<file path="config.mk">
export PLATFORM = sky130hd
export DESIGN_NAME = oec_top
export DESIGN_NICKNAME = d
export VERILOG_FILES = /design/src/logic/oec_pkg.sv /design/src/logic/oec_top.sv
export SDC_FILE = /design/constraint.sdc
export NUM_CORES = 1
export LEC_CHECK = 0
export BUFFER_PORTS_ARGS = -buffer_cell sky130_fd_sc_hd__buf_2
export CELL_PAD_IN_SITES_DETAIL_PLACEMENT = 1
export CELL_PAD_IN_SITES_GLOBAL_PLACEMENT = 1
export CORE_MARGIN = 2
export CORE_UTILIZATION = 30
export DETAILED_ROUTE_END_ITERATION = 7
export PLACE_DENSITY_LB_ADDON = 0.1
export SLEW_MARGIN = 0
export SYNTH_ARGS = -nofsm -noshare
export SYNTH_HDL_FRONTEND = slang
export SYNTH_SLANG_ARGS = --single-unit
</file>
<file path="constraint.sdc">
create_clock -name clk -period 2.45 [get_ports clk]
set_input_delay 0.1225 -clock clk [delete_from_list [all_inputs] [get_ports clk]]
set_output_delay 0.1225 -clock clk [all_outputs]
set_load 0.01 [all_outputs]
</file>
<file path="src/logic/oec_pkg.sv">
// package for the output enable control block: timing counts and carrier types
// assumes a single 200 MHz clock and pins already synchronised inside the block
// Function
// RULE1: auxiliary output follows inverted enable pin, or a software control bit.
// RULE2: inhibit high enables main outputs, low disables, only after enable met.
// RULE3: status bit 4 clear gives inhibit pin priority, set gives software control.
// RULE4: inhibit release acts only after 3 ms debounce counted after enable.
// RULE5: inhibit assertion acts only after 3 ms debounce; shorter lows ignored.
// RULE6: at least 3 ms lockout between consecutive inhibit driven enables.
// RULE7: target address derived from the two active low geographic address pins.
// RULE8: address captured once at start-up, held until next power cycle; the code relatches after every rst_n reset.
// RULE9: undriven enable pin reads high, auxiliary output stays off.
// RULE10: undriven inhibit pin reads high, main outputs not inhibited.
// RULE11: both edges of enable pin debounced for 3 ms before acting.
// RULE12: address pins must stay stable 5 ms at start-up before latching.
`default_nettype none
package oec_pkg;
	// ****************************************
	// timing
	// ****************************************
	localparam int CLK_MHZ = 200;
	localparam int DEBOUNCE_MS = 3;
	localparam int ADDR_STABLE_MS = 5;
	localparam int CYC_PER_MS = CLK_MHZ * 1000;
	localparam int DEBOUNCE_CYC = DEBOUNCE_MS * CYC_PER_MS;
	localparam int ADDR_STABLE_CYC = ADDR_STABLE_MS * CYC_PER_MS;
	localparam int CNT_W = 21;
	// ****************************************
	// reset values and status layout
	// ****************************************
	localparam int PRIO_BIT = 4;
	localparam logic [7:0] STATUS_RST = 8'h00;
	localparam logic [1:0] ADDR_RST = 2'h0;
	// ****************************************
	// carriers
	// ****************************************
	typedef struct packed {
		logic aux_on;
		logic main_on;
	} oec_out_t;
	typedef struct packed {
		logic aux_en;
		logic main_en;
	} oec_sw_t;
endpackage
`default_nettype wire

</file>
<file path="src/logic/oec_top.sv">
// output enable control: debounce of enable and inhibit pins, lockout, address latch
// assumes pins are asynchronous; software bits come from logic on the same clock
// outputs are registered; the lockout and address checks sit at the end of the file
`timescale 1ns/1ps
`default_nettype none
module oec_top #(
	parameter int DEB_CYC = oec_pkg::DEBOUNCE_CYC,
	parameter int ADDR_CYC = oec_pkg::ADDR_STABLE_CYC
) (
	input wire logic clk,
	input wire logic rst_n,
	input wire logic enable_n,
	input wire logic inhibit_n,
	input wire logic geo_addr_bit0_n,
	input wire logic geo_addr_bit1_n,
	input wire logic [7:0] status_reg,
	input wire oec_pkg::oec_sw_t sw_ctrl,
	output oec_pkg::oec_out_t outs,
	output logic [1:0] geo_addr,
	output logic geo_addr_valid
);
	// ****************************************
	// synchronisers
	// ****************************************
	logic [3:0] sync1;
	logic [3:0] sync2;
	// two flops per pin; reset to high so idle pull-ups read released
	always_ff @(posedge clk or negedge rst_n) begin
		if (!rst_n) begin
			sync1 <= 4'hF;
			sync2 <= 4'hF;
		end else begin
			sync1 <= {geo_addr_bit1_n, geo_addr_bit0_n, inhibit_n, enable_n};
			sync2 <= sync1;
		end
	end
	// ****************************************
	// enable debounce
	// ****************************************
	logic en_lvl; // debounced pin level, 1 = high
	logic [oec_pkg::CNT_W-1:0] en_cnt;
	// true on the last cycle of a count that must run lim cycles
	function automatic logic cnt_done(input logic [oec_pkg::CNT_W-1:0] c, input int lim);
		cnt_done = (int'(c) >= lim - 1);
	endfunction
	// both edges must persist before the level is accepted [RULE11] [RULE9]
	always_ff @(posedge clk or negedge rst_n) begin
		if (!rst_n) begin
			en_lvl <= 1'b1;
			en_cnt <= '0;
		end else if (sync2[0] == en_lvl) begin
			en_cnt <= '0;
		end else if (cnt_done(en_cnt, DEB_CYC)) begin
			en_lvl <= sync2[0];
			en_cnt <= '0;
		end else begin
			en_cnt <= en_cnt + 1'b1;
		end
	end
	// aux request from the pin alone; software is merged at the output stage
	logic aux_pin_on;
	assign aux_pin_on = !en_lvl;
	// ****************************************
	// inhibit debounce
	// ****************************************
	logic inh_lvl;
	logic [oec_pkg::CNT_W-1:0] inh_cnt;
	// held low while the pin does not request the aux output, so a release always waits a full debounce
	// counted from the enable; short lows never reach inh_lvl [RULE4] [RULE5] [RULE10]
	always_ff @(posedge clk or negedge rst_n) begin
		if (!rst_n) begin
			inh_lvl <= 1'b0;
			inh_cnt <= '0;
		end else if (!aux_pin_on) begin
			inh_lvl <= 1'b0;
			inh_cnt <= '0; // count restarts from enable
		end else if (sync2[1] == inh_lvl) begin
			inh_cnt <= '0;
		end else if (cnt_done(inh_cnt, DEB_CYC)) begin
			inh_lvl <= sync2[1];
			inh_cnt <= '0;
		end else begin
			inh_cnt <= inh_cnt + 1'b1;
		end
	end
	// ****************************************
	// main enable with lockout
	// ****************************************
	logic main_pin_on;
	logic [oec_pkg::CNT_W-1:0] lock_cnt;
	logic locked;
	logic inh_want;
	assign inh_want = aux_pin_on && inh_lvl; // [RULE2]
	// with equal debounce and lockout counts two enables are already two debounces apart,
	// so the lockout is a backstop that normal pin traffic never reaches
	// a re-enable waits out the lockout since the last enable [RULE6]
	always_ff @(posedge clk or negedge rst_n) begin
		if (!rst_n) begin
			main_pin_on <= 1'b0;
			locked <= 1'b0;
			lock_cnt <= '0;
		end else begin
			if (inh_want && !main_pin_on && !locked) begin
				main_pin_on <= 1'b1;
				locked <= 1'b1;
				lock_cnt <= '0;
			end else begin
				if (!inh_want)
					main_pin_on <= 1'b0;
				if (locked) begin
					if (cnt_done(lock_cnt, DEB_CYC))
						locked <= 1'b0;
					lock_cnt <= lock_cnt + 1'b1;
				end
			end
		end
	end
	// ****************************************
	// output selection
	// ****************************************
	// aux from pin or software; main from pin unless priority bit set [RULE1] [RULE3]
	always_ff @(posedge clk or negedge rst_n) begin
		if (!rst_n) begin
			outs <= '0;
		end else begin
			outs.aux_on <= aux_pin_on || sw_ctrl.aux_en;
			outs.main_on <= status_reg[oec_pkg::PRIO_BIT] ? sw_ctrl.main_en : main_pin_on;
		end
	end
	// ****************************************
	// geographic address latch
	// ****************************************
	logic [1:0] ga_prev;
	logic [oec_pkg::CNT_W+1:0] ga_cnt;
	// latched once after a stable window, then frozen [RULE7] [RULE8] [RULE12]
	always_ff @(posedge clk or negedge rst_n) begin
		if (!rst_n) begin
			ga_prev <= oec_pkg::ADDR_RST;
			ga_cnt <= '0;
			geo_addr <= oec_pkg::ADDR_RST;
			geo_addr_valid <= 1'b0;
		end else if (!geo_addr_valid) begin
			ga_prev <= sync2[3:2];
			if (sync2[3:2] != ga_prev) begin
				ga_cnt <= '0;
			end else if (int'(ga_cnt) >= ADDR_CYC - 1) begin
				geo_addr <= ~sync2[3:2];
				geo_addr_valid <= 1'b1;
			end else begin
				ga_cnt <= ga_cnt + 1'b1;
			end
		end
	end

	// cycles since the last rise of the pin driven main enable, for the lockout check only
	logic main_prev;
	logic seen_rise;
	logic [oec_pkg::CNT_W-1:0] since_rise;
	always_ff @(posedge clk or negedge rst_n) begin
		if (!rst_n) begin
			main_prev <= 1'b0;
			seen_rise <= 1'b0;
			since_rise <= '0;
		end else begin
			main_prev <= main_pin_on;
			if (main_pin_on && !main_prev) begin
				seen_rise <= 1'b1;
				since_rise <= '0;
			end else if (!(&since_rise)) begin
				since_rise <= since_rise + 1'b1; // saturates
			end
		end
	end
endmodule
`default_nettype wire

</file>
== After elaboration in Yosys (flattened, before gate mapping) ==
Index checks and enable logic that the tools add are counted.

* Input port bits: 16
* Register bits: 105
* Output and inout bits: 5
* Logic and storage cells: 67

* Mux-type cells: 21
* Equality and inequality tests: 6
* Reduce and logical (&&, ||, !) cells: 13
* Add/sub/neg operators: 4
* Bitwise logic cells: 4
* $lt $le $gt $ge: 4

{| class="wikitable"
|+ Operator list
! operator !! number
|-
| 2-to-1 mux 21 bit || 7
|-
| adder 21 x 1 -> 21 bit (second input constant) || 3
|-
| >= comparator 21 x 20 -> 1 bit (second input constant) || 3
|-
| 2-to-1 mux 23 bit || 2
|-
| adder 23 x 1 -> 23 bit (second input constant) || 1
|-
| >= comparator 23 x 20 -> 1 bit (second input constant) || 1
|-
| 2-to-1 mux 1 bit || 12
|-
| AND reduction 2 bit || 3
|-
| inequality test 2 bit (second input constant) || 2
|-
| nonzero test 2 bit || 2
|-
| logical AND 1 bit || 3
|-
| logical NOT 1 bit || 3
|-
| NOT 1 bit || 3
|-
| AND reduction 3 bit || 1
|-
| == test 1 bit || 2
|-
| inequality test 2 x 1 -> 1 bit (second input constant) || 1
|-
| inequality test 2 bit || 1
|-
| NOT 2 bit || 1
|-
| logical OR 1 bit || 1
|}

== Longest topological paths before layout ==
Gate-level depths: netlist (run 1).

* Depth after elaboration: 5
* Depth in mapped cells: 8
* Depth with buffers taken out: 6

== Worst setup path after synthesis (run 1) ==
Ideal clock, no wire load.

* Kind: register -> register
* From: register en_cnt[0] in the netlist's numbering
* To: register en_cnt[11] in the netlist's numbering
* Arrival: 1.975 ns
* Library setup time: 0.071 ns
* Required time: 2.379 ns
* Buffers on the path: 1
* Cell stages (with the launch flop): 8
* Setup slack: 0.403 ns
* Clock period less this slack: 2.047 ns
* Path through: dfrtp_1 > ha_1 > a21o_1 > a2111o_1 > a221oi_2 > nand2_2 > buf_2 > nor2_1

* Cells in the longest elaborated chain, start to end: 3
* Elaborated cells between the ends (all ways): 4
* Those cells by class: add/sub: 1; order compare: 1; mux: 2

{| class="wikitable"
|+ Ends and longest elaborated chain
! item !! line !! source
|-
| start: declaration || oec_top.sv:41 || <nowiki>logic [oec_pkg::CNT_W-1:0] en_cnt;</nowiki>
|-
| start signal: assignment || oec_top.sv:57 || <nowiki>en_cnt <= en_cnt + 1'b1;</nowiki>
|-
| adder 21 x 1 -> 21 bit or >= comparator 21 x 20 -> 1 bit (tied branches) || oec_top.sv:57, oec_top.sv:44 ||
|-
| 2-to-1 mux 21 bit (*) || oec_top.sv:53 || <nowiki>end else if (cnt_done(en_cnt, DEB_CYC)) begin</nowiki>
|-
| 2-to-1 mux 21 bit (*) || oec_top.sv:51 || <nowiki>end else if (sync2[0] == en_lvl) begin</nowiki>
|}

Every way passes the cells marked *; elsewhere a longest branch is shown, timed or not.
A chain may end at the register's enable or synchronous reset.

== Worst setup path after layout (run 1) ==
* From: register en_cnt[0] in the netlist's numbering
* To: register en_cnt[16] in the netlist's numbering

The elaborated chain is that of the path after synthesis.

==> out/metrics.cfg, run 1 <==
[pwr]
power.density_nw_per_um2 = 631
clkPwrFrac_pct = 42.5
p_leak_nw = 2.49
swShare_pct = 25.6
seq_power_share_pct = 50.0
internal_power_mw = 2.84
max-vdd-ir-drop_mv = 0.332
switchingPower_mw = 0.975
combPwrFrac_pct = 7.5

[global_routing]
grt_first_pass_wirelength_um = 21900
first_global_vias = 4283
grtUsageTotal_pct = 14.9
overflow = 0
antenna_found_initial = 0
grt_max_degree = 46

[synthesis]
synth_commonest_cells = dfrtp_1, nor2_1, nand2_1
seq_area_frac_synth_pct = 50.3
netlist_area_um2 = 5240
synthTopCellsByArea = dfrtp_1, nor2_1, dfstp_2, nand3_1, nand2_1
synthDistinctLibCells = 65
synthArstFlopShare_pct = 100
yosysWarnings = 0
synth_area_per_cell_um2 = 9.89
synth_top_area_share_pct = 45.8
synth-edff-count = 0
synth.most_common_cell = dfrtp_1
synth_cells = 530
synth_top_area_cell = dfrtp_1
synth_flop_cell = dfrtp_1
synth_seq_cells = 105

[die]
io_pins = 21
die_area_um2 = 18600
die_w_um = 136
die_h_um = 136
num_rows = 48
floorplan.initialDensity_pct = 30.5
coreArea_um2 = 17200

[worst_setup_path]
max_stage_delay_ps = 440
cp.required_ps = 2730
cp_slowest_cell = dfrtp_1
crit_path_start_kind = flop
path_class = flop to flop
crit_chain = ha_1, a21o_1, a2111o_1, a221oi_2, nand2_4, nor2_1
cp.arrival_ps = 2490
end_kind = flop
cp_max_fo = 19

[sta]
worst_pin_slew_ps = 675
fin_crit_ps = 2210
fmax_ghz = 0.453
min_period_over_period_pct = 90.1
slew_viol_final = 0
rsz0062_at_grt = no
slew_headroom_pct = 54.9
setup_tns_ps = 0
post-route-worst-setup-slack_ps = 242
finalClockSkew_ps = 10.7
final_hold_viol_count = 0
setup_violations = 0

[clock_tree]
clockBufferDepth = 2
clkTransAtPathRegs_ps = 70
cts_buffers = 9
postCtsSetupBuffers = 0
cts_max_level = 3
cts_tree = built
clk_latency_ps = 360
cts.sinks = 105
cts-root-buf = clkbuf_16

[drt]
routed_wl_um = 12800
drt-initial-drc-count = 213
vias = 4172
postRouteAntennaNets = 0
routedWlPerCell_um = 16.1
dr_wl_met3_um = 323
drt-met1-wl_um = 6280
firstDrtPassIters = 4
wl_met2_um = 6010
top_layer = met4
drcViolationCount = 0
viasPerCell = 5.26

[cells_and_area]
diodes = 0
nets = 583
drive_gt1_share_pct = 11.8
area_delta_synth_final_pct = 15.1
final.fill_count = 2011

[placement]
dp_hpwl_um = 8510
portBuffers = 13
globalplace.congestion = 0.745
pre_cts_slack_ps = 140

[worst_hold_path]
hp-class = input port to async pin

[job]
cap_viol_max_count = 0

[outcome]
status = complete, no violations

power by group through the flow:
stage | sequential (mW) | combinational, mW | clock [mW]
3_5_place_dp | 1.94 | 0.283 | 0
2_1_floorplan | 1.92 | 0.167 | 0
4_1_cts | 1.90 | 0.295 | 1.70
5_1_grt | 1.92 | 0.329 | 1.76
3_3_place_gp | 1.94 | 0.275 | 0
6_report | 1.91 | 0.285 | 1.62
state kept, by name, indices dropped and copies added, names as in the netlist:
name            count
geo_addr_valid      1
sync2               4
locked              1
en_lvl              1
en_cnt             21
ga_cnt             23
sync1               4
lock_cnt           21
geo_addr            2
outs                2
inh_cnt            21
ga_prev             2
inh_lvl             1
main_pin_on         1
kinds of logic (layout without fill, tap and decap cells):
logic type      after synthesis  in the layout  synth area share (%)
simple gates                248            248                  23.4
flops                       105            105                  50.3
compound gates               95             95                  14.3
xor+xnor                     38             38                  6.35
buf+inv                      29             66                  2.67
mux                          10             10                  1.98
fa+ha+maj                     4              4                 0.954
other cells                   1              2                0.0715
critical path: cells and delay by family, from the launching register on:
family	cells	cell delay [ps]
flops	1	440
compound gates	3	980
fa+ha+maj	1	320
simple gates	2	400
through the flow:
step / cells / utilization [%] / instance area, um^2 / power (mW) / hold slack, ps
2_1_floorplan: 531 / - / 5250 / 2.08 / -173
3_3_place_gp: 769 / 32.8 / 5630 / 2.21 / 182
3_5_place_dp: 769 / 32.8 / 5630 / 2.22 / 176
4_1_cts: 793 / 35.1 / 6030 / 3.90 / 333
5_1_grt: 793 / 35.1 / 6040 / 4.01 / 364
6_report: 793 / 35.1 / 6040 / 3.81 / 309
layout by cell type (no fill, tap or decap), types with 5 or more instances in the layout:
master	synthesis	final
dfrtp_1	96	96
nor2_1	69	69
nand2_1	50	50
nand3_1	38	38
o21ai_0	21	21
nand4_1	21	21
xnor2_1	21	21
xor2_1	17	17
nor3_1	17	17
inv_1	16	16
o211ai_1	13	13
buf_4	2	13
buf_2	2	12
and3_1	11	11
clkbuf_16	0	9
dfstp_2	9	9
o311ai_0	8	8
dlygate4sd3_1	1	8
nor4_1	7	7
mux2i_1	7	7
a32oi_1	7	7
a21oi_1	5	5
or4_1	5	5
and4_1	5	5
or3_1	5	5
o31ai_1	5	5
repair_timing:
action,in CTS,in global routing
hold endpoints to repair,43,0
resized for setup,0,1
endpoints found under the setup margin,0,10
hold buffers,8,0
metal layers:
metal / track usage (%) / vias up
li1: - / 2005
met1: 20.1 / 2114
met2: 23.9 / 38
met3: 3.50 / 15
met4: 3.94 / 0
met5: 0 / -
worst paths after layout:
path,cells after the start,slack [ps],end,startpoint
max reg2reg,6,240,en_cnt[16],en_cnt[0]
max,6,240,en_cnt[16],en_cnt[0]
min reg2reg,0,360,sync2[3],sync1[3]
min in group clk,0,360,sync2[3],sync1[3]
max in group asynchronous,3,1390,sync1[3],rst_n
min,2,310,ga_cnt[12],rst_n
layout make-up:
type,count,area (um^2),area share [%]
multi-input cells,397,2470,41.0
clock inverters,6,96.3,1.60
clock buffers,10,229,3.79
well taps,225,282,4.66
repair buffers,34,258,4.27
inverters,16,60.1,0.995
flip-flops and latches,105,2640,43.7
No activity file was read; power rests on OpenSTA's default activity.
==> run 2, diff against run 1 <==
Settings changed: REMOVE_ABC_BUFFERS from default to 1.
==> out/metrics.cfg, run 2 (synthesis gave the netlist of run 1 again) <==
[cells_and_area]
final_cell_mix = dfrtp_1, nor2_1, nand2_1, nand3_1
fin_cells = 791  ; -0.25%
largest_reg_flops = 23  ; unchanged
final_area_um2 = 6030  ; -0.12%
largest-register = ga_cnt
diodes = 0  ; unchanged
fin_util_pct = 35.1  ; -0.044 points
drive_gt1_share_pct = 11.7  ; -0.13 points
nets = 581  ; -0.34%
final_common_cell = dfrtp_1
area_delta_synth_final_pct = 15.0

[worst_setup_path]
cp.required_ps = 2740  ; about the same
rrSetupSlack_ps = 230  ; about the same
crit_family = compound AO/OA/AOI/OAI gates
end_kind = flop
crit_path_start_kind = flop
crit_chain = ha_1, a21oi_1, o21ba_2, o211ai_2, buf_12, or4b_1, nand3_1
cp_slowest_cell = or4b_1
cp_max_fo = 14  ; -5
path_class = flop to flop
max_stage_delay_ps = 460  ; +20 ps
critPathBufInv = 1  ; +1
cp.arrival_ps = 2510  ; +20 ps

[drt]
routed_wl_um = 12800  ; about the same
viasPerCell = 5.18  ; -1.6%
routedWlPerCell_um = 16.2  ; +0.32%
postRouteAntennaNets = 0  ; unchanged
firstDrtPassIters = 4  ; unchanged
vias = 4094  ; -1.9%
drcViolationCount = 0  ; unchanged
drt-initial-drc-count = 224  ; +5.2%

[die]
die_w_um = 136  ; unchanged
floorplan.initialDensity_pct = 30.5  ; unchanged
die_h_um = 136  ; unchanged
die_area_um2 = 18600  ; unchanged
coreArea_um2 = 17200  ; unchanged
num_rows = 48  ; unchanged
io_pins = 21  ; unchanged

[clock_tree]
cts-root-buf = clkbuf_16
cts_max_level = 3  ; unchanged
cts_tree = built
clockBufferDepth = 2  ; unchanged
cts.sinks = 105  ; unchanged
post_cts_resized = 0  ; unchanged
clk_latency_ps = 360  ; about the same
clkTransAtPathRegs_ps = 70  ; about the same
cts_buffers = 9  ; unchanged

[sta]
slew_viol_final = 0  ; unchanged
min_period_over_period_pct = 90.7  ; +0.55 points
setup_violations = 0  ; unchanged
post-route-worst-setup-slack_ps = 229  ; -13.6 ps
slew_headroom_pct = 53.8  ; -1.1 points
setup_tns_ps = 0  ; unchanged
fin_hold_ws_ps = 207  ; -102 ps
finalClockSkew_ps = 7.63  ; -3.07 ps
rsz0062_at_grt = no
fin_crit_ps = 2220  ; +13.6 ps
fmax_ghz = 0.450  ; -0.61%
worst_pin_slew_ps = 691  ; +16.5 ps
final_hold_viol_count = 0  ; unchanged

[job]
cap_viol_max_count = 0  ; unchanged

[global_routing]
grt_util_met3_pct = 3.80  ; +0.30 points
grtUsageTotal_pct = 14.9  ; +0.063 points
first_global_vias = 4181  ; -2.4%
use_met1_pct = 20.1  ; -0.047 points
grt_first_pass_wirelength_um = 21700  ; -0.91%
antenna_found_initial = 0  ; unchanged
overflow = 0  ; unchanged
top_usage_layer = met2
grt_max_degree = 57  ; +24%
grt.met2_usage_pct = 23.7  ; -0.14 points

[worst_hold_path]
hp-class = input port to async pin

[outcome]
status = complete, no violations

[placement]
dp_cells = 767  ; -0.26%
dp_hpwl_um = 8680  ; +2.0%
placed_cell_area_um2 = 5620  ; about the same
portBuffers = 13  ; unchanged
pre_cts_slack_ps = 233  ; +93.4 ps
globalplace.congestion = 0.731  ; -1.9%

[pwr]
p_total_mw = 3.78  ; -0.69%
power.density_nw_per_um2 = 628  ; -0.56%
p_leak_nw = 2.49  ; -0.27%
max-vdd-ir-drop_mv = 0.655  ; +97%

==> run 2: layout make-up <==
class                           instances  area [um^2]
Clock buffer                            9          225
Clock inverter                          7          100
Fill cell                            1974        11100
Inverter                               16         60.1
Multi-Input combinational cell        397         2470
Sequential cell                       105         2640
Tap cell                              225          282
Timing Repair Buffer                   32          255
==> run 2: metal layers <==
metal | wire, um | share of wire, % | vias to the layer above
met4 | 210 | 1.6 | 0
met3 | 282 | 2.2 | 13
met5 | 0 | 0 | -
met1 | 6390 | 50 | 2050
li1 | - | - | 1997
met2 | 5910 | 46 | 34
==> run 2: repair_timing <==
item / 4_1_cts / 5_1_grt
hold endpoints to repair: 27 / 0
hold buffers: 8 / 0
buffers inserted: 0 / 0
==> run 2: power breakdown <==
group          switching (mW)  internal, mW  leakage [nW]
sequential             0.0993          1.81          1.40
combinational           0.169         0.106         0.922
clock                   0.690         0.908         0.161
==> run 2: final timing paths <==
check | startpoint | end | depth (start not counted)
setup / recovery | ga_cnt[0] | ga_cnt[3] | 7
hold / removal | rst_n | ga_cnt[12] | 2
setup reg to reg | ga_cnt[0] | ga_cnt[3] | 7
hold reg to reg | sync1[1] | sync2[1] | 0
max in group asynchronous | rst_n | sync1[1] | 3
min in group clk | sync1[1] | sync2[1] | 0
